File: config.mk
export PLATFORM = sky130hd
export DESIGN_NAME = bus_controller_codec
export DESIGN_NICKNAME = d
export VERILOG_FILES = /design/src/hw/codec_pkg.sv /design/src/hw/rx_word_if.sv /design/src/hw/bus_controller_codec.sv /design/src/hw/word_decoder.sv
export SDC_FILE = /design/constraint.sdc
export NUM_CORES = 1
export LEC_CHECK = 0
export ABC_AREA = 1
export BUFFER_PORTS_ARGS = -buffer_cell sky130_fd_sc_hd__buf_2
export CORE_ASPECT_RATIO = 1.4
export CORE_UTILIZATION = 40
export CTS_BUF_LIST = sky130_fd_sc_hd__clkbuf_4 sky130_fd_sc_hd__clkbuf_8 sky130_fd_sc_hd__clkbuf_16
export DETAILED_ROUTE_END_ITERATION = 12
export RECOVER_POWER = 25
export SLEW_MARGIN = 10
export SYNTH_ARGS = -nofsm -noshare
export SYNTH_HDL_FRONTEND = slang
export SYNTH_HIERARCHICAL = 1
export SYNTH_SLANG_ARGS = --single-unit
export TNS_END_PERCENT = 50
File: constraint.sdc
create_clock -name clk_sys -period 1.8 [get_ports clk_sys]
set_clock_uncertainty 0.15 [all_clocks]
set_input_delay 0.09 -clock clk_sys [delete_from_list [all_inputs] [get_ports clk_sys]]
set_output_delay 0.09 -clock clk_sys [all_outputs]
set_load 0.005 [all_outputs]
File: src/hw/codec_pkg.sv
package codec_pkg;
  // timing
  localparam int         CLK_PERIOD_NS = 5;
  localparam int         BIT_TIME_NS   = 1000;
  localparam int         BIT_CYC_I     = BIT_TIME_NS / CLK_PERIOD_NS;
  localparam logic [9:0] BIT_CYC       = 10'(BIT_CYC_I);
  localparam logic [9:0] HALF_CYC      = 10'(BIT_CYC_I / 2);
  localparam logic [9:0] QTR_CYC       = 10'(BIT_CYC_I / 4);
  localparam logic [9:0] SYNC_RUN      = 10'(3 * BIT_CYC_I / 2);
  localparam logic [9:0] SYNC_MIN      = 10'(3 * BIT_CYC_I / 2 - BIT_CYC_I / 4);
  localparam logic [9:0] SYNC_MAX      = 10'(3 * BIT_CYC_I / 2 + BIT_CYC_I / 4);
  localparam logic [9:0] SYNC_CHK      = 10'(3 * BIT_CYC_I / 4);
  localparam logic [9:0] RUN_SAT       = 10'h3ff;
  // word layout
  localparam int         INFO_W        = 16;
  localparam logic [4:0] WORD_BITS     = 5'h11;
  localparam logic [5:0] WORD_HALVES   = 6'h28;
  localparam logic [5:0] SYNC_CMD_PAT  = 6'h38;
  localparam logic [5:0] SYNC_DATA_PAT = 6'h07;
  localparam int         ADDR_LSB      = 11;
  localparam int         TR_BIT        = 10;
  localparam int         SA_LSB        = 5;
  localparam int         WC_LSB        = 0;
  localparam int         FIELD_W       = 5;
  localparam logic [4:0] BCAST_ADDR    = 5'h1f;
  localparam logic [4:0] SA_MODE_LO    = 5'h00;
  localparam logic [4:0] SA_MODE_HI    = 5'h1f;
  localparam logic [4:0] WC_ZERO       = 5'h00;
  localparam logic [5:0] MAX_WORDS     = 6'h20;
  localparam logic [5:0] ONE_WORD      = 6'h01;
  localparam int         MODE_DATA_BIT = 4;
  // software registers
  localparam int         RA_W          = 8;
  localparam logic [7:0] REG_CMD       = 8'h00;
  localparam logic [7:0] REG_DATA      = 8'h04;
  localparam logic [7:0] REG_STAT      = 8'h08;
  localparam logic [7:0] REG_RX        = 8'h0c;
  localparam int         WR_ADDR_LSB   = 0;
  localparam int         WR_TR_BIT     = 8;
  localparam int         WR_SA_LSB     = 16;
  localparam int         WR_WC_LSB     = 24;
  localparam int         ST_BUSY       = 0;
  localparam int         ST_RX_VALID   = 1;
  localparam int         ST_RX_ERR     = 2;
  localparam int         ST_RX_CMD     = 3;
  localparam int         ST_REFUSED    = 4;
  localparam int         ST_BCAST      = 5;
  localparam int         ST_MODE       = 6;
  localparam int         ST_RESP_EXP   = 7;
  localparam int         ST_EXP_LSB    = 8;
  localparam int         ST_OVERRUN    = 14;
  localparam int         ST_ADDR_MISM  = 15;
  localparam int         ST_RXCNT_LSB  = 16;

  typedef enum {RX_HUNT, RX_SYNC, RX_BITS} rx_state_t;
endpackage : codec_pkg

File: src/hw/rx_word_if.sv
`timescale 1ns/10ps
interface rx_word_if;
  logic        listen;
  logic        valid;
  logic [15:0] word;
  logic        cmd_sync;
  logic        err;

  modport dec (input listen, output valid, output word, output cmd_sync, output err);
  modport ctl (output listen, input valid, input word, input cmd_sync, input err);
endinterface : rx_word_if

File: src/hw/bus_controller_codec.sv
// The implementer's own choices: the strobed register port and the register offsets.
`timescale 1ns/10ps
module bus_controller_codec (
  // clock and reset
  input  wire logic                     clk_sys,
  input  wire logic                     rst,
  // software register port
  input  wire logic [codec_pkg::RA_W-1:0] reg_addr,
  input  wire logic [31:0]              reg_wr_data,
  input  wire logic                     reg_wr,
  input  wire logic                     reg_rd,
  output logic      [31:0]              reg_rd_data,
  // serial bus
  input  wire logic                     bus_rx,
  output logic                          bus_tx,
  output logic                          bus_tx_oe
);
  import codec_pkg::*;

  // command fields taken from a write
  logic [4:0]  wr_taddr;
  logic        wr_tr;
  logic [4:0]  wr_sa;
  logic [4:0]  wr_wc;
  logic        wr_mode;
  logic        wr_cmd;
  logic        wr_data;
  logic        rd_stat;
  logic        rd_rx;

  // transmit state
  logic [15:0] tx_info;
  logic        tx_par;
  logic [16:0] tx_bits;
  logic [33:0] man_bits;
  logic [39:0] pat_ff;
  logic [5:0]  halves_ff;
  logic [9:0]  htmr_ff;
  logic        busy_ff;

  // last command sent
  logic [4:0]  last_addr_ff;
  logic        bcast_ff;
  logic        mode_ff;
  logic        resp_exp_ff;
  logic [5:0]  exp_words_ff;
  logic [5:0]  nxt_exp_words;

  // software-visible flags
  logic        refused_ff;
  logic        rx_valid_ff;
  logic        rx_err_ff;
  logic        rx_cmd_ff;
  logic        overrun_ff;
  logic        addr_mism_ff;
  logic [15:0] rx_word_ff;
  logic [5:0]  rx_cnt_ff;
  logic [31:0] rd_data_ff;
  logic [31:0] stat_word;

  rx_word_if rxw ();

  word_decoder u_dec (
    .clk_sys (clk_sys),
    .rst     (rst),
    .bus_rx  (bus_rx),
    .rx      (rxw)
  );

  // the controller does not listen to its own transmission
  assign rxw.listen = !busy_ff;

  // ---- decode of the software strobes

  assign wr_cmd  = reg_wr && reg_addr == REG_CMD;
  assign wr_data = reg_wr && reg_addr == REG_DATA;
  assign rd_stat = reg_rd && reg_addr == REG_STAT;
  assign rd_rx   = reg_rd && reg_addr == REG_RX;

  assign wr_taddr = reg_wr_data[WR_ADDR_LSB +: FIELD_W];
  assign wr_tr    = reg_wr_data[WR_TR_BIT];
  assign wr_sa    = reg_wr_data[WR_SA_LSB +: FIELD_W];
  assign wr_wc    = reg_wr_data[WR_WC_LSB +: FIELD_W];
  assign wr_mode  = wr_sa == SA_MODE_LO || wr_sa == SA_MODE_HI;

  // ---- word assembly

  always_comb begin
    tx_info = '0; // bits not loaded below go out as zero
    if (wr_cmd) begin
      tx_info[ADDR_LSB +: FIELD_W] = wr_taddr;
      tx_info[TR_BIT]              = wr_tr;
      tx_info[SA_LSB +: FIELD_W]   = wr_sa;
      tx_info[WC_LSB +: FIELD_W]   = wr_wc;
    end else begin
      tx_info = reg_wr_data[INFO_W-1:0];
    end
  end

  assign tx_par  = ~(^tx_info);
  assign tx_bits = {tx_info, tx_par};

  // each bit becomes two halves, value first then its inverse
  genvar gi;
  generate
    for (gi = 0; gi < 17; gi++) begin : g_man
      assign man_bits[2*gi+1] = tx_bits[gi];
      assign man_bits[2*gi]   = ~tx_bits[gi];
    end
  endgenerate

  // ---- transmitter

  // a write while a word is still on the line is dropped and flagged
  // words leave in the order written; software sends the most significant first
  always_ff @(posedge clk_sys) begin
    if (rst) begin
      busy_ff   <= 1'b0;
      pat_ff    <= '0;
      halves_ff <= '0;
      htmr_ff   <= '0;
    end else if (!busy_ff && (wr_cmd || wr_data)) begin
      busy_ff   <= 1'b1;
      // most significant half goes out first
      pat_ff    <= {wr_cmd ? SYNC_CMD_PAT : SYNC_DATA_PAT, man_bits};
      halves_ff <= WORD_HALVES;
      htmr_ff   <= '0;
    end else if (busy_ff) begin
      if (htmr_ff == HALF_CYC - 10'h001) begin // fixed divide of clk_sys
        htmr_ff   <= '0;
        pat_ff    <= {pat_ff[38:0], 1'b0};
        halves_ff <= halves_ff - 6'h01;
        if (halves_ff == 6'h01) busy_ff <= 1'b0;
      end else begin
        htmr_ff <= htmr_ff + 10'h001;
      end
    end
  end

  assign bus_tx    = busy_ff && pat_ff[39];
  assign bus_tx_oe = busy_ff;

  always_ff @(posedge clk_sys) begin
    if (rst) refused_ff <= 1'b0;
    else if (busy_ff && (wr_cmd || wr_data)) refused_ff <= 1'b1;
    else if (rd_stat) refused_ff <= 1'b0;
  end

  // ---- bookkeeping of the last command sent

  always_comb begin
    if (wr_mode) nxt_exp_words = wr_wc[MODE_DATA_BIT] ? ONE_WORD : 6'h00;
    else if (wr_wc == WC_ZERO) nxt_exp_words = MAX_WORDS;
    else nxt_exp_words = {1'b0, wr_wc};
  end

  always_ff @(posedge clk_sys) begin
    if (rst) begin
      last_addr_ff <= '0;
      bcast_ff     <= 1'b0;
      mode_ff      <= 1'b0;
      resp_exp_ff  <= 1'b0;
      exp_words_ff <= '0;
    end else if (wr_cmd && !busy_ff) begin
      last_addr_ff <= wr_taddr;
      bcast_ff     <= wr_taddr == BCAST_ADDR;
      mode_ff      <= wr_mode;
      // no status answer follows a broadcast
      resp_exp_ff  <= wr_taddr != BCAST_ADDR;
      exp_words_ff <= nxt_exp_words;
    end
  end

  // ---- receive side

  always_ff @(posedge clk_sys) begin
    if (rst) begin
      rx_word_ff <= '0;
      rx_err_ff  <= 1'b0;
      rx_cmd_ff  <= 1'b0;
    end else if (rxw.valid) begin
      rx_word_ff <= rxw.word;
      rx_err_ff  <= rxw.err;
      rx_cmd_ff  <= rxw.cmd_sync; // status words arrive with command sync
    end
  end

  // new word wins over the clearing read
  always_ff @(posedge clk_sys) begin
    if (rst) rx_valid_ff <= 1'b0;
    else if (rxw.valid) rx_valid_ff <= 1'b1;
    else if (rd_rx) rx_valid_ff <= 1'b0;
  end

  always_ff @(posedge clk_sys) begin
    if (rst) overrun_ff <= 1'b0;
    else if (rxw.valid && rx_valid_ff && !rd_rx) overrun_ff <= 1'b1;
    else if (rd_stat) overrun_ff <= 1'b0;
  end

  // status word must carry the address of the terminal just commanded
  always_ff @(posedge clk_sys) begin
    if (rst) addr_mism_ff <= 1'b0;
    else if (rxw.valid && rxw.cmd_sync && !rxw.err &&
             rxw.word[ADDR_LSB +: FIELD_W] != last_addr_ff) addr_mism_ff <= 1'b1;
    else if (rd_stat) addr_mism_ff <= 1'b0;
  end

  // data words counted since the last command
  always_ff @(posedge clk_sys) begin
    if (rst || (wr_cmd && !busy_ff)) rx_cnt_ff <= '0;
    else if (rxw.valid && !rxw.cmd_sync && rx_cnt_ff != MAX_WORDS) rx_cnt_ff <= rx_cnt_ff + 6'h01;
  end

  // ---- read port

  always_comb begin
    stat_word                            = '0;
    stat_word[ST_BUSY]                   = busy_ff;
    stat_word[ST_RX_VALID]               = rx_valid_ff;
    stat_word[ST_RX_ERR]                 = rx_err_ff;
    stat_word[ST_RX_CMD]                 = rx_cmd_ff;
    stat_word[ST_REFUSED]                = refused_ff;
    stat_word[ST_BCAST]                  = bcast_ff;
    stat_word[ST_MODE]                   = mode_ff;
    stat_word[ST_RESP_EXP]               = resp_exp_ff;
    stat_word[ST_EXP_LSB +: 6]           = exp_words_ff;
    stat_word[ST_OVERRUN]                = overrun_ff;
    stat_word[ST_ADDR_MISM]              = addr_mism_ff;
    stat_word[ST_RXCNT_LSB +: 6]         = rx_cnt_ff;
  end

  always_ff @(posedge clk_sys) begin
    if (rst) rd_data_ff <= '0;
    else if (rd_stat) rd_data_ff <= stat_word;
    else if (rd_rx) rd_data_ff <= {16'h0000, rx_word_ff};
    else rd_data_ff <= '0;
  end

  assign reg_rd_data = rd_data_ff;
endmodule : bus_controller_codec

File: src/hw/word_decoder.sv
`timescale 1ns/10ps
module word_decoder (
  // clock and reset
  input  wire logic clk_sys,
  input  wire logic rst,
  // line
  input  wire logic bus_rx,
  // decoded words
  rx_word_if.dec    rx
);
  import codec_pkg::*;

  logic        meta_ff, lvl_ff, prev_ff, h1_ff, pol_ff, err_ff, valid_ff;
  logic [9:0]  run_ff, tmr_ff;
  logic [4:0]  cnt_ff;
  logic [16:0] sh_ff;
  rx_state_t   st_ff;

  always_ff @(posedge clk_sys) begin
    meta_ff <= bus_rx;
    lvl_ff  <= meta_ff;
    prev_ff <= lvl_ff;
  end

  // length of the current constant-level run
  always_ff @(posedge clk_sys) begin
    if (rst || lvl_ff != prev_ff) run_ff <= '0;
    else if (run_ff != RUN_SAT) run_ff <= run_ff + 10'h001;
  end

  always_ff @(posedge clk_sys) begin
    valid_ff <= 1'b0;
    if (rst || !rx.listen) begin
      st_ff  <= RX_HUNT;
      tmr_ff <= '0;
      cnt_ff <= '0;
      err_ff <= 1'b0;
      pol_ff <= 1'b0;
      h1_ff  <= 1'b0;
      sh_ff  <= '0;
    end else begin
      case (st_ff)
        RX_HUNT: if (lvl_ff != prev_ff && run_ff >= SYNC_MIN && run_ff <= SYNC_MAX) begin
          pol_ff <= prev_ff; // high first: command or status sync
          tmr_ff <= '0;
          cnt_ff <= '0;
          err_ff <= 1'b0;
          st_ff  <= RX_SYNC;
        end
        RX_SYNC: begin
          tmr_ff <= tmr_ff + 10'h001;
          if (tmr_ff == SYNC_CHK && lvl_ff == pol_ff) err_ff <= 1'b1;
          // the trailing part is sampled only once, halfway through it
          if (tmr_ff == SYNC_RUN - 10'h001) begin
            tmr_ff <= '0;
            st_ff  <= RX_BITS;
          end
        end
        RX_BITS: begin
          tmr_ff <= (tmr_ff == BIT_CYC - 10'h001) ? 10'h000 : tmr_ff + 10'h001;
          if (tmr_ff == QTR_CYC) h1_ff <= lvl_ff;
          if (tmr_ff == HALF_CYC + QTR_CYC) begin
            sh_ff  <= {sh_ff[15:0], h1_ff}; // first half carries the value
            cnt_ff <= cnt_ff + 5'h01;
            if (h1_ff == lvl_ff) err_ff <= 1'b1; // no mid-bit transition
            if (cnt_ff == WORD_BITS - 5'h01) begin
              valid_ff <= 1'b1;
              st_ff    <= RX_HUNT;
            end
          end
        end
        default: st_ff <= RX_HUNT;
      endcase
    end
  end

  assign rx.valid    = valid_ff;
  assign rx.word     = sh_ff[16:1];
  assign rx.cmd_sync = pol_ff;
  assign rx.err      = err_ff || !(^sh_ff); // odd parity over all 17 bits
endmodule : word_decoder

==> results.json, run 1 <==
{
  "start_util_pct": 40.8,
  "holdCritPathClass": "in2reg",
  "grt_pass1_vias": 8063,
  "syn_area_mm2": 0.00866,
  "crit_arrival_ns": 2.18,
  "whs_path_depth": 6,
  "period_needed_ns": 1.96,
  "fillers": 2055,
  "ys_ff_latch": 172,
  "layout_common_cells": "nand2_1, inv_1, dfxtp_1, nor2_1, buf_4",
  "grt_antenna_before_repair": 0,
  "syn_area_per_cell_um2": 7.01,
  "yosysWarningCount": 6,
  "cts_made_buffers": 17,
  "vias": 8352,
  "drive_gt1_share_pct": 25.4,
  "status": "finished with violations",
  "critPathMaxFanout": 5,
  "grt.total_usage_pct": 20.9,
  "violations": "negative setup slack",
  "critPathLaunchType": "flip-flop",
  "wire_per_inst_um": 13.6,
  "numPortBuffers": 62,
  "firstDrtPassIters": 5,
  "setup_slack_ns": -0.161,
  "synth-simple-area-share_pct": 26.9,
  "worst_hold_slack_ns": 0.0538,
  "fmax_mhz": 510,
  "r2r_cells": 12,
  "place_congestion": 0.895,
  "finalHoldViolCount": 0,
  "ys_types": 48,
  "synthAdderAreaFrac_pct": 2.17,
  "powerDensity_mw_per_mm2": 713,
  "r2r_slack_ns": -0.16,
  "cp-end-kind": "flip-flop",
  "timing.rr.end": "pat_ff[21]$_SDFFE_PP0P_",
  "regArea_mm2": 0.00348,
  "synth_edf_count": 0,
  "ir_drop_uv": 683,
  "cp.required_ns": 2.02,
  "yosys.area.top_type": "dfxtp_1",
  "die_w_um": 126,
  "rsz0062_at_grt": "true",
  "setup_viol": 44,
  "hpwl_mm": 16.3,
  "p_leak_nw": 4.93,
  "cts_max_path_buffers": 2,
  "area_growth_pct": 31.1,
  "vias_per_cell": 4.95,
  "worstHoldStart": "reg_wr_data[10]",
  "htreeDepth": 4,
  "ys_seq_area_share_pct": 39.8,
  "synthMuxAreaShare_pct": 0,
  "ant_nets": 0,
  "r2r_start": "htmr_ff[0]$_SDFFE_PP0P_",
  "final_nets": 1474,
  "cts_num_sinks": 172,
  "synth_xor_area_share_pct": 3.14,
  "async_flop_share_pct": 0,
  "io_pins": 79,
  "hold_end": "pat_ff[23]$_SDFFE_PP0P_",
  "gr-total-overflow": 0,
  "synth_compound_area_share_pct": 15.0,
  "maxCapViolCount": 0,
  "cts_tree": "done",
  "clock_latency_ns": 0.44,
  "path_clk_slew_ns": 0.07,
  "layout.cells.non_filler": 1687,
  "synth_area_leaders": "dfxtp_1, nand2_1, inv_1, nor2_1, o21ai_0",
  "die_height_um": 176,
  "synth_top_family_by_area": "simple AND/OR/NAND/NOR gates",
  "yosysTopAreaCellShare_pct": 39.8,
  "num_antenna_cells": 0,
  "layout_commonest_cell": "nand2_1",
  "drtIter0Drc": 479,
  "multi_input_area_mm2": 0.00450,
  "syn-instance-count": 1236,
  "grt_pass1_wl_mm": 37.1,
  "cts_root_buf": "clkbuf_16",
  "remaining_drc_errors": 0,
  "fin_crit_sh_pct": 109,
  "maxSlewViolCount": 0,
  "worst-setup-path-type": "reg2reg",
  "place_inst": 1617,
  "drt-total-wl_mm": 23.0,
  "rows": 63,
  "core_mm2": 0.0212,
  "die-area_mm2": 0.0222,
  "worst_pin_slew_ns": 0.510,
  "slew_headroom_pct": 65.7,
  "ys.flop_type": "dfxtp_1",
  "grt_max_degree": 43
}
## worst max path at each step
| stage | from | to | slack [ns] | cells past startpoint |
|---|---|---|---|---|
| 6_report | htmr_ff[0]$_SDFFE_PP0P_ | pat_ff[21]$_SDFFE_PP0P_ | -0.16 | 12 |
| 2_1_floorplan | htmr_ff[9]$_SDFFE_PP0P_ | halves_ff[5]$_SDFFE_PP0P_ | -0.03 | 10 |
| 4_1_cts | htmr_ff[0]$_SDFFE_PP0P_ | halves_ff[4]$_SDFFE_PP0P_ | -0.11 | 11 |
| 3_5_place_dp | htmr_ff[9]$_SDFFE_PP0P_ | pat_ff[25]$_SDFFE_PP0P_ | -0.25 | 10 |
| 5_1_grt | htmr_ff[0]$_SDFFE_PP0P_ | pat_ff[21]$_SDFFE_PP0P_ | -0.25 | 12 |
| 3_3_place_gp | reg_addr[5] | pat_ff[1]$_SDFFE_PP0P_ | -0.20 | 16 |
## state kept, by name, indices dropped and copies added (netlist names), 6 cells and up
register	count
htmr_ff	10
exp_words_ff	6
pat_ff	40
reg_rd_data	22
rx_cnt_ff	6
u_dec/run_ff	10
u_dec/tmr_ff	10
halves_ff	6
u_dec/sh_ff	17
rx_word_ff	16
## cell families after synthesis
logic type | Yosys count
other | 1
and+or+nand+nor | 533
buffers and inverters | 253
DFF | 172
AOI/OAI and AO/OA | 231
adders and majority gates | 15
xor gates and xnor gates | 31
## power breakdown
part	switching (mW)	internal, mW	leakage, nW
Sequential	0.0106	3.81	1.40
Clock	1.57	2.20	0.290
Combinational	0.288	0.212	3.25
Total	1.87	6.22	4.93
## metal layers
layer,GRT usage (%),vias to the layer above,routed length (um)
met2,40.2,143,12500
met3,3.27,34,731
li1,-,4299,-
met1,22.5,3876,9160
met5,0,-,0
met4,8.43,0,575
## Yosys cell counts (all sizes together), types with 3 or more instances
| cell type | instances |
|---|---|
| xnor2 | 13 |
| nor2 | 143 |
| a32o | 3 |
| a211oi | 7 |
| o21ai | 116 |
| buf | 52 |
| nand3 | 82 |
| o211ai | 5 |
| dfxtp | 172 |
| nor3 | 19 |
| nand2 | 260 |
| clkbuf | 18 |
| ha | 15 |
| a21oi | 54 |
| a31oi | 9 |
| xor2 | 18 |
| o22ai | 27 |
| nand4 | 19 |
| nand3b | 5 |
| inv | 182 |
## critical path: stages (launching register included)
cell and delay, ns:
dfxtp_2 0.35, ha_4 0.15, nand3_4 0.07, nor4_4 0.27, inv_2 0.09, nor2_4 0.12
buf_6 0.13, nor2_4 0.06, inv_4 0.08, nand2_4 0.07, clkinvlp_4 0.14, o21ai_1 0.11
o22ai_1 0.12
## layout make-up
| class | count | share of cell area [%] |
|---|---|---|
| multi-input cells | 820 | 39.7 |
| repair buffers | 219 | 15.2 |
| well taps | 260 | 2.87 |
| flip-flops and latches | 172 | 30.6 |
| repair inverters | 1 | 0.0662 |
| inverters | 183 | 6.28 |
| clock buffers | 18 | 3.81 |
| clock inverters | 14 | 1.48 |
## timing repair
action	CTS	global route
endpoints found under the setup margin	58	102
gates cloned	2	1
pin swaps	15	29
endpoints found under the hold margin	17	0
hold buffers	13	0
gates resized for setup	47	117
setup buffers	10	12
## per-stage QoR
| step | power [mW] | TNS (ns) | util [%] | cell area (um^2) | worst slack, ns |
|---|---|---|---|---|---|
| after CTS | 8.17 | -2.89 | 51.5 | 10900 | -0.112 |
| after floorplan | 4.16 | -0.0720 | - | 8750 | -0.0318 |
| after detailed placement | 4.36 | -9.19 | 46.9 | 9950 | -0.252 |
| final | 8.09 | -2.60 | 53.5 | 11300 | -0.161 |
| after global placement | 4.35 | -6.43 | 46.9 | 9950 | -0.204 |
| after global routing | 8.41 | -9.05 | 53.5 | 11300 | -0.254 |
No activity file was read; power rests on OpenSTA's default activity.
==> inputs of run 2 (changes only) <==
CORE_MARGIN = 2   (was unset)
CTS_BUF_LIST = sky130_fd_sc_hd__clkbuf_16   (was sky130_fd_sc_hd__clkbuf_4 sky130_fd_sc_hd__clkbuf_8 sky130_fd_sc_hd__clkbuf_16)
==> results.json, run 2 (same netlist as run 1, synthesis figures left out) <==
{
  "grt.total_usage_pct": 19.6,
  "period_needed_ns": 1.88,
  "die_height_um": 178,
  "drt-total-wl_mm": 22.8,
  "setup_slack_ns": -0.0843,
  "firstDrtPassIters": 5,
  "critPathLaunchType": "flip-flop",
  "maxSlewViolCount": 0,
  "die-area_mm2": 0.0229,
  "seqPwrFrac_pct": 48.6,
  "wire_per_inst_um": 13.4,
  "fillers": 2038,
  "final_nets": 1484,
  "clock_latency_ns": 0.43,
  "powerDensity_mw_per_mm2": 696,
  "place_inst": 1624,
  "cts_num_sinks": 172,
  "critPathMaxFanout": 6,
  "r2r_cells": 11,
  "grt_pass1_vias": 7688,
  "cts_tree": "done",
  "maxCapViolCount": 0,
  "cp.required_ns": 2.02,
  "p_int_mw": 5.94,
  "start_util_pct": 40.8,
  "vias": 8365,
  "regMostFlops": "pat_ff",
  "num_antenna_cells": 0,
  "ir_drop_uv": 668,
  "cts_root_buf": "clkbuf_16",
  "core_mm2": 0.0212,
  "regArea_mm2": 0.00348,
  "layout_common_cells": "nand2_1, inv_1, dfxtp_1, buf_4, nor2_1",
  "io_pins": 79,
  "grt_max_degree": 41,
  "cp-end-kind": "flip-flop",
  "p_leak_nw": 4.93,
  "drive_gt1_share_pct": 25.4,
  "p_comb_share_pct": 6.2,
  "pwr-share-clk_pct": 45.1,
  "status": "finished with violations",
  "area_growth_pct": 30.2,
  "rsz0062_at_grt": "true",
  "cts_made_buffers": 17,
  "worst-setup-path-type": "reg2reg",
  "numPortBuffers": 62,
  "htreeDepth": 4,
  "gr-total-overflow": 0,
  "finalHoldViolCount": 0,
  "cts_max_path_buffers": 2,
  "ant_nets": 0,
  "multi_input_area_mm2": 0.00446,
  "place_congestion": 0.861,
  "crit_arrival_ns": 2.10,
  "placedInstanceArea_mm2": 0.00996,
  "switchingPower_mw": 1.91,
  "rows": 63,
  "remaining_drc_errors": 0,
  "layout_commonest_cell": "nand2_1",
  "grt_pass1_wl_mm": 35.7,
  "whs_path_depth": 7,
  "grt_antenna_before_repair": 0,
  "holdCritPathClass": "in2reg",
  "fmax_mhz": 531,
  "setup_viol": 42,
  "layout.cells.non_filler": 1696,
  "violations": "negative setup slack",
  "path_clk_slew_ns": 0.07,
  "die_w_um": 128,
  "largest_register_ffs": 40,
  "hpwl_mm": 16.4,
  "p_sw_share_pct": 24.4,
  "fin_crit_sh_pct": 105,
  "drtIter0Drc": 456,
  "vias_per_cell": 4.93,
  "design_area_mm2": 0.0113
}
-- run 2: path summary, 6_finish.rpt --
| check | start | slack, ns | end |
|---|---|---|---|
| setup / recovery | u_dec/tmr_ff[0]$_SDFFE_PP0P_ | -0.08 | u_dec/sh_ff[7]$_SDFFE_PP0P_ |
| hold reg to reg | u_dec/meta_ff$_DFF_P_ | 0.18 | u_dec/lvl_ff$_DFF_P_ |
| hold / removal | reg_wr | 0.04 | pat_ff[37]$_SDFFE_PP0P_ |
| setup reg to reg | u_dec/tmr_ff[0]$_SDFFE_PP0P_ | -0.08 | u_dec/sh_ff[7]$_SDFFE_PP0P_ |
-- run 2: layout make-up --
cell class	count	area share, %
multi-input cells	820	39.5
repair inverters	1	0.0555
inverters	183	6.26
clock inverters	14	1.20
repair buffers	229	15.4
well taps	260	2.89
clock buffers	17	3.77
flip-flops and latches	172	30.9
-- run 2: timing repair --
item	in CTS	in global routing
cloned	0	3
setup buffers	5	18
gates resized for setup	8	153
pin swaps	1	45
hold buffers	15	0
endpoints found under the hold margin	17	0
setup endpoints to repair	74	101
-- run 2: power by group through the flow --
| stage | sequential, mW | clock, mW | combinational, mW |
|---|---|---|---|
| final | 3.82 | 3.54 | 0.488 |
| after global placement | 3.91 | 0 | 0.440 |
| after CTS | 3.82 | 3.62 | 0.472 |
| after global routing | 3.82 | 3.78 | 0.540 |
| after detailed placement | 3.91 | 0 | 0.443 |
| after floorplan | 3.91 | 0 | 0.252 |
-- run 2: per-stage QoR --
step                worst slack, ns  total power, mW  hold WS [ns]  utilization, %  setup TNS [ns]
floorplan                   -0.0318             4.16       -0.0323               -         -0.0720
global placement             -0.167             4.35        0.0482            47.0           -4.92
detailed placement           -0.184             4.35        0.0454            47.0           -5.77
CTS                         -0.0928             7.91        0.0234            50.7           -3.06
global route                 -0.218             8.14        0.0470            53.2           -8.77
finish                      -0.0843             7.85        0.0379            53.2           -1.68
-- run 2: worst max-delay path, stage by stage (launching register included) --
cell and delay (ns):
dfxtp_2 0.34, inv_2 0.07, ha_4 0.15, nand3_4 0.08, nor3_4 0.23, nand2_2 0.10, nor2_4 0.19, buf_6 0.13
buf_6 0.08, buf_6 0.12, o21ai_0 0.09, nor2_1 0.09
-- run 2: routing by layer --
metal | track usage (%) | part of all wire (%) | vias up
met5 | 0 | 0 | -
met4 | 7.78 | 2.4 | 0
met3 | 3.24 | 2.2 | 35
met2 | 36.6 | 53 | 114
met1 | 21.8 | 42 | 3886
li1 | - | - | 4330
==> inputs of run 3 (changes only) <==
clock period = 2.4 ns   (was 1.8 ns; I/O delays follow)
==> results.json, run 3 (same netlist as run 1, synthesis figures left out) <==
{
  "layout_common_cells": "nand2_1, dfxtp_1, inv_1, nor2_1, o21ai_0",
  "core_mm2": 0.0212,
  "cp-end-kind": "flip-flop",
  "regArea_mm2": 0.00344,
  "rsz0062_at_grt": "false",
  "cts_made_buffers": 17,
  "hpwl_mm": 15.3,
  "num_antenna_cells": 0,
  "cts_num_sinks": 172,
  "place_congestion": 0.888,
  "rows": 63,
  "grt_pass1_wl_mm": 34.6,
  "remaining_drc_errors": 0,
  "powerDensity_mw_per_mm2": 598,
  "fmax_mhz": 435,
  "die-area_mm2": 0.0229,
  "grt_pass1_vias": 7219,
  "fin_crit_sh_pct": 95.8,
  "period_needed_ns": 2.30,
  "clock_latency_ns": 0.43,
  "grt.total_usage_pct": 18.9,
  "finalHoldViolCount": 0,
  "regMostFlops": "pat_ff",
  "start_util_pct": 40.8,
  "drt-total-wl_mm": 21.7,
  "cts_max_path_buffers": 2,
  "cp.required_ns": 2.57,
  "drive_gt1_share_pct": 11.6,
  "htreeDepth": 4,
  "slew_headroom_pct": 32.6,
  "wire_per_inst_um": 13.7,
  "layout_commonest_cell": "nand2_1",
  "setup_viol": 0,
  "holdCritPathClass": "in2reg",
  "maxCapViolCount": 0,
  "finalCoreUtilization_pct": 47.1,
  "drtIter0Drc": 501,
  "setup_slack_ns": 0.102,
  "p_leak_nw": 4.26,
  "critPathMaxFanout": 32,
  "path_clk_slew_ns": 0.07,
  "p_total_mw": 5.97,
  "firstDrtPassIters": 7,
  "final_nets": 1369,
  "status": "complete, no violations",
  "grt_antenna_before_repair": 0,
  "maxSlewViolCount": 0,
  "worst-setup-path-type": "in2reg",
  "largest_register_ffs": 40,
  "cts_root_buf": "clkbuf_16",
  "die_height_um": 178,
  "gr-total-overflow": 0,
  "worst_pin_slew_ns": 1.01,
  "numPortBuffers": 62,
  "multi_input_area_mm2": 0.00420,
  "fillers": 2161,
  "crit_arrival_ns": 2.47,
  "critPathLaunchType": "primary input",
  "pre_cts_ws_ns": 0.173,
  "cts_tree": "done",
  "io_pins": 79,
  "tns_ns": 0,
  "area_growth_pct": 15.3,
  "vias_per_cell": 4.97,
  "grt_max_degree": 42,
  "vias": 7870,
  "ir_drop_uv": 514,
  "ant_nets": 0,
  "die_w_um": 128
}
run 3: cell count changes in the layout (fill, tap and decap cells not counted), sizes merged:
cell         previous run  this run
inv                   189       191
nand3                  82        86
buf                   202        77
clkinv                  4         5
clkbuf                 29        32
clkinvlp                4         1
dlygate4sd3            15        19
run 3: cell type report:
type / instances / share of cell area, %
flip-flops and latches: 172 / 34.5
repair buffers: 111 / 7.39
multi-input cells: 824 / 42.0
clock buffers: 17 / 4.26
well taps: 260 / 3.26
clock inverters: 15 / 1.72
inverters: 183 / 6.90
run 3: through the flow:
step	instances	area (um^2)	hold slack (ns)
2_1_floorplan	1245	8690	-0.00228
6_report	1582	9990	0.0195
3_5_place_dp	1525	9120	0.0766
3_3_place_gp	1525	9120	0.0758
5_1_grt	1582	9990	0.0472
4_1_cts	1576	9910	0.0114
run 3: path summary, 6_finish.rpt:
check	from	end	slack [ns]	depth (start not counted)
worst min register to register	u_dec/meta_ff$_DFF_P_	u_dec/lvl_ff$_DFF_P_	0.18	0
worst min-delay path	reg_wr_data[9]	pat_ff[21]$_SDFFE_PP0P_	0.02	5
worst max-delay path	rst	pat_ff[33]$_SDFFE_PP0P_	0.10	7
worst max register to register	htmr_ff[0]$_SDFFE_PP0P_	pat_ff[32]$_SDFFE_PP0P_	0.23	10
run 3: routing by layer:
metal	vias to the layer above	GRT usage [%]	share of wire, %
li1	4117	-	-
met1	3599	21.5	42
met2	129	35.5	53
met3	25	3.09	2.5
met4	0	6.59	2.0
met5	-	0	0
run 3: what timing repair did:
item,CTS,global route
buffers inserted,0,2
endpoints found under the hold margin,18,0
gates resized for setup,0,7
setup endpoints to repair,0,11
hold buffers,19,0
run 3: worst max-delay path, stage by stage:
cell	delay [ns]
dlygate4sd3_1	0.53
clkbuf_1	0.52
inv_1	0.25
clkbuf_2	0.48
nand2_1	0.21
inv_2	0.12
a32o_1	0.23
run 3: where the power goes:
group | internal (mW) | total, mW | leakage [nW] | switching [mW]
clock | 1.49 | 2.79 | 0.291 | 1.30
combinational | 0.115 | 0.321 | 2.58 | 0.206
sequential | 2.86 | 2.87 | 1.39 | 0.00652
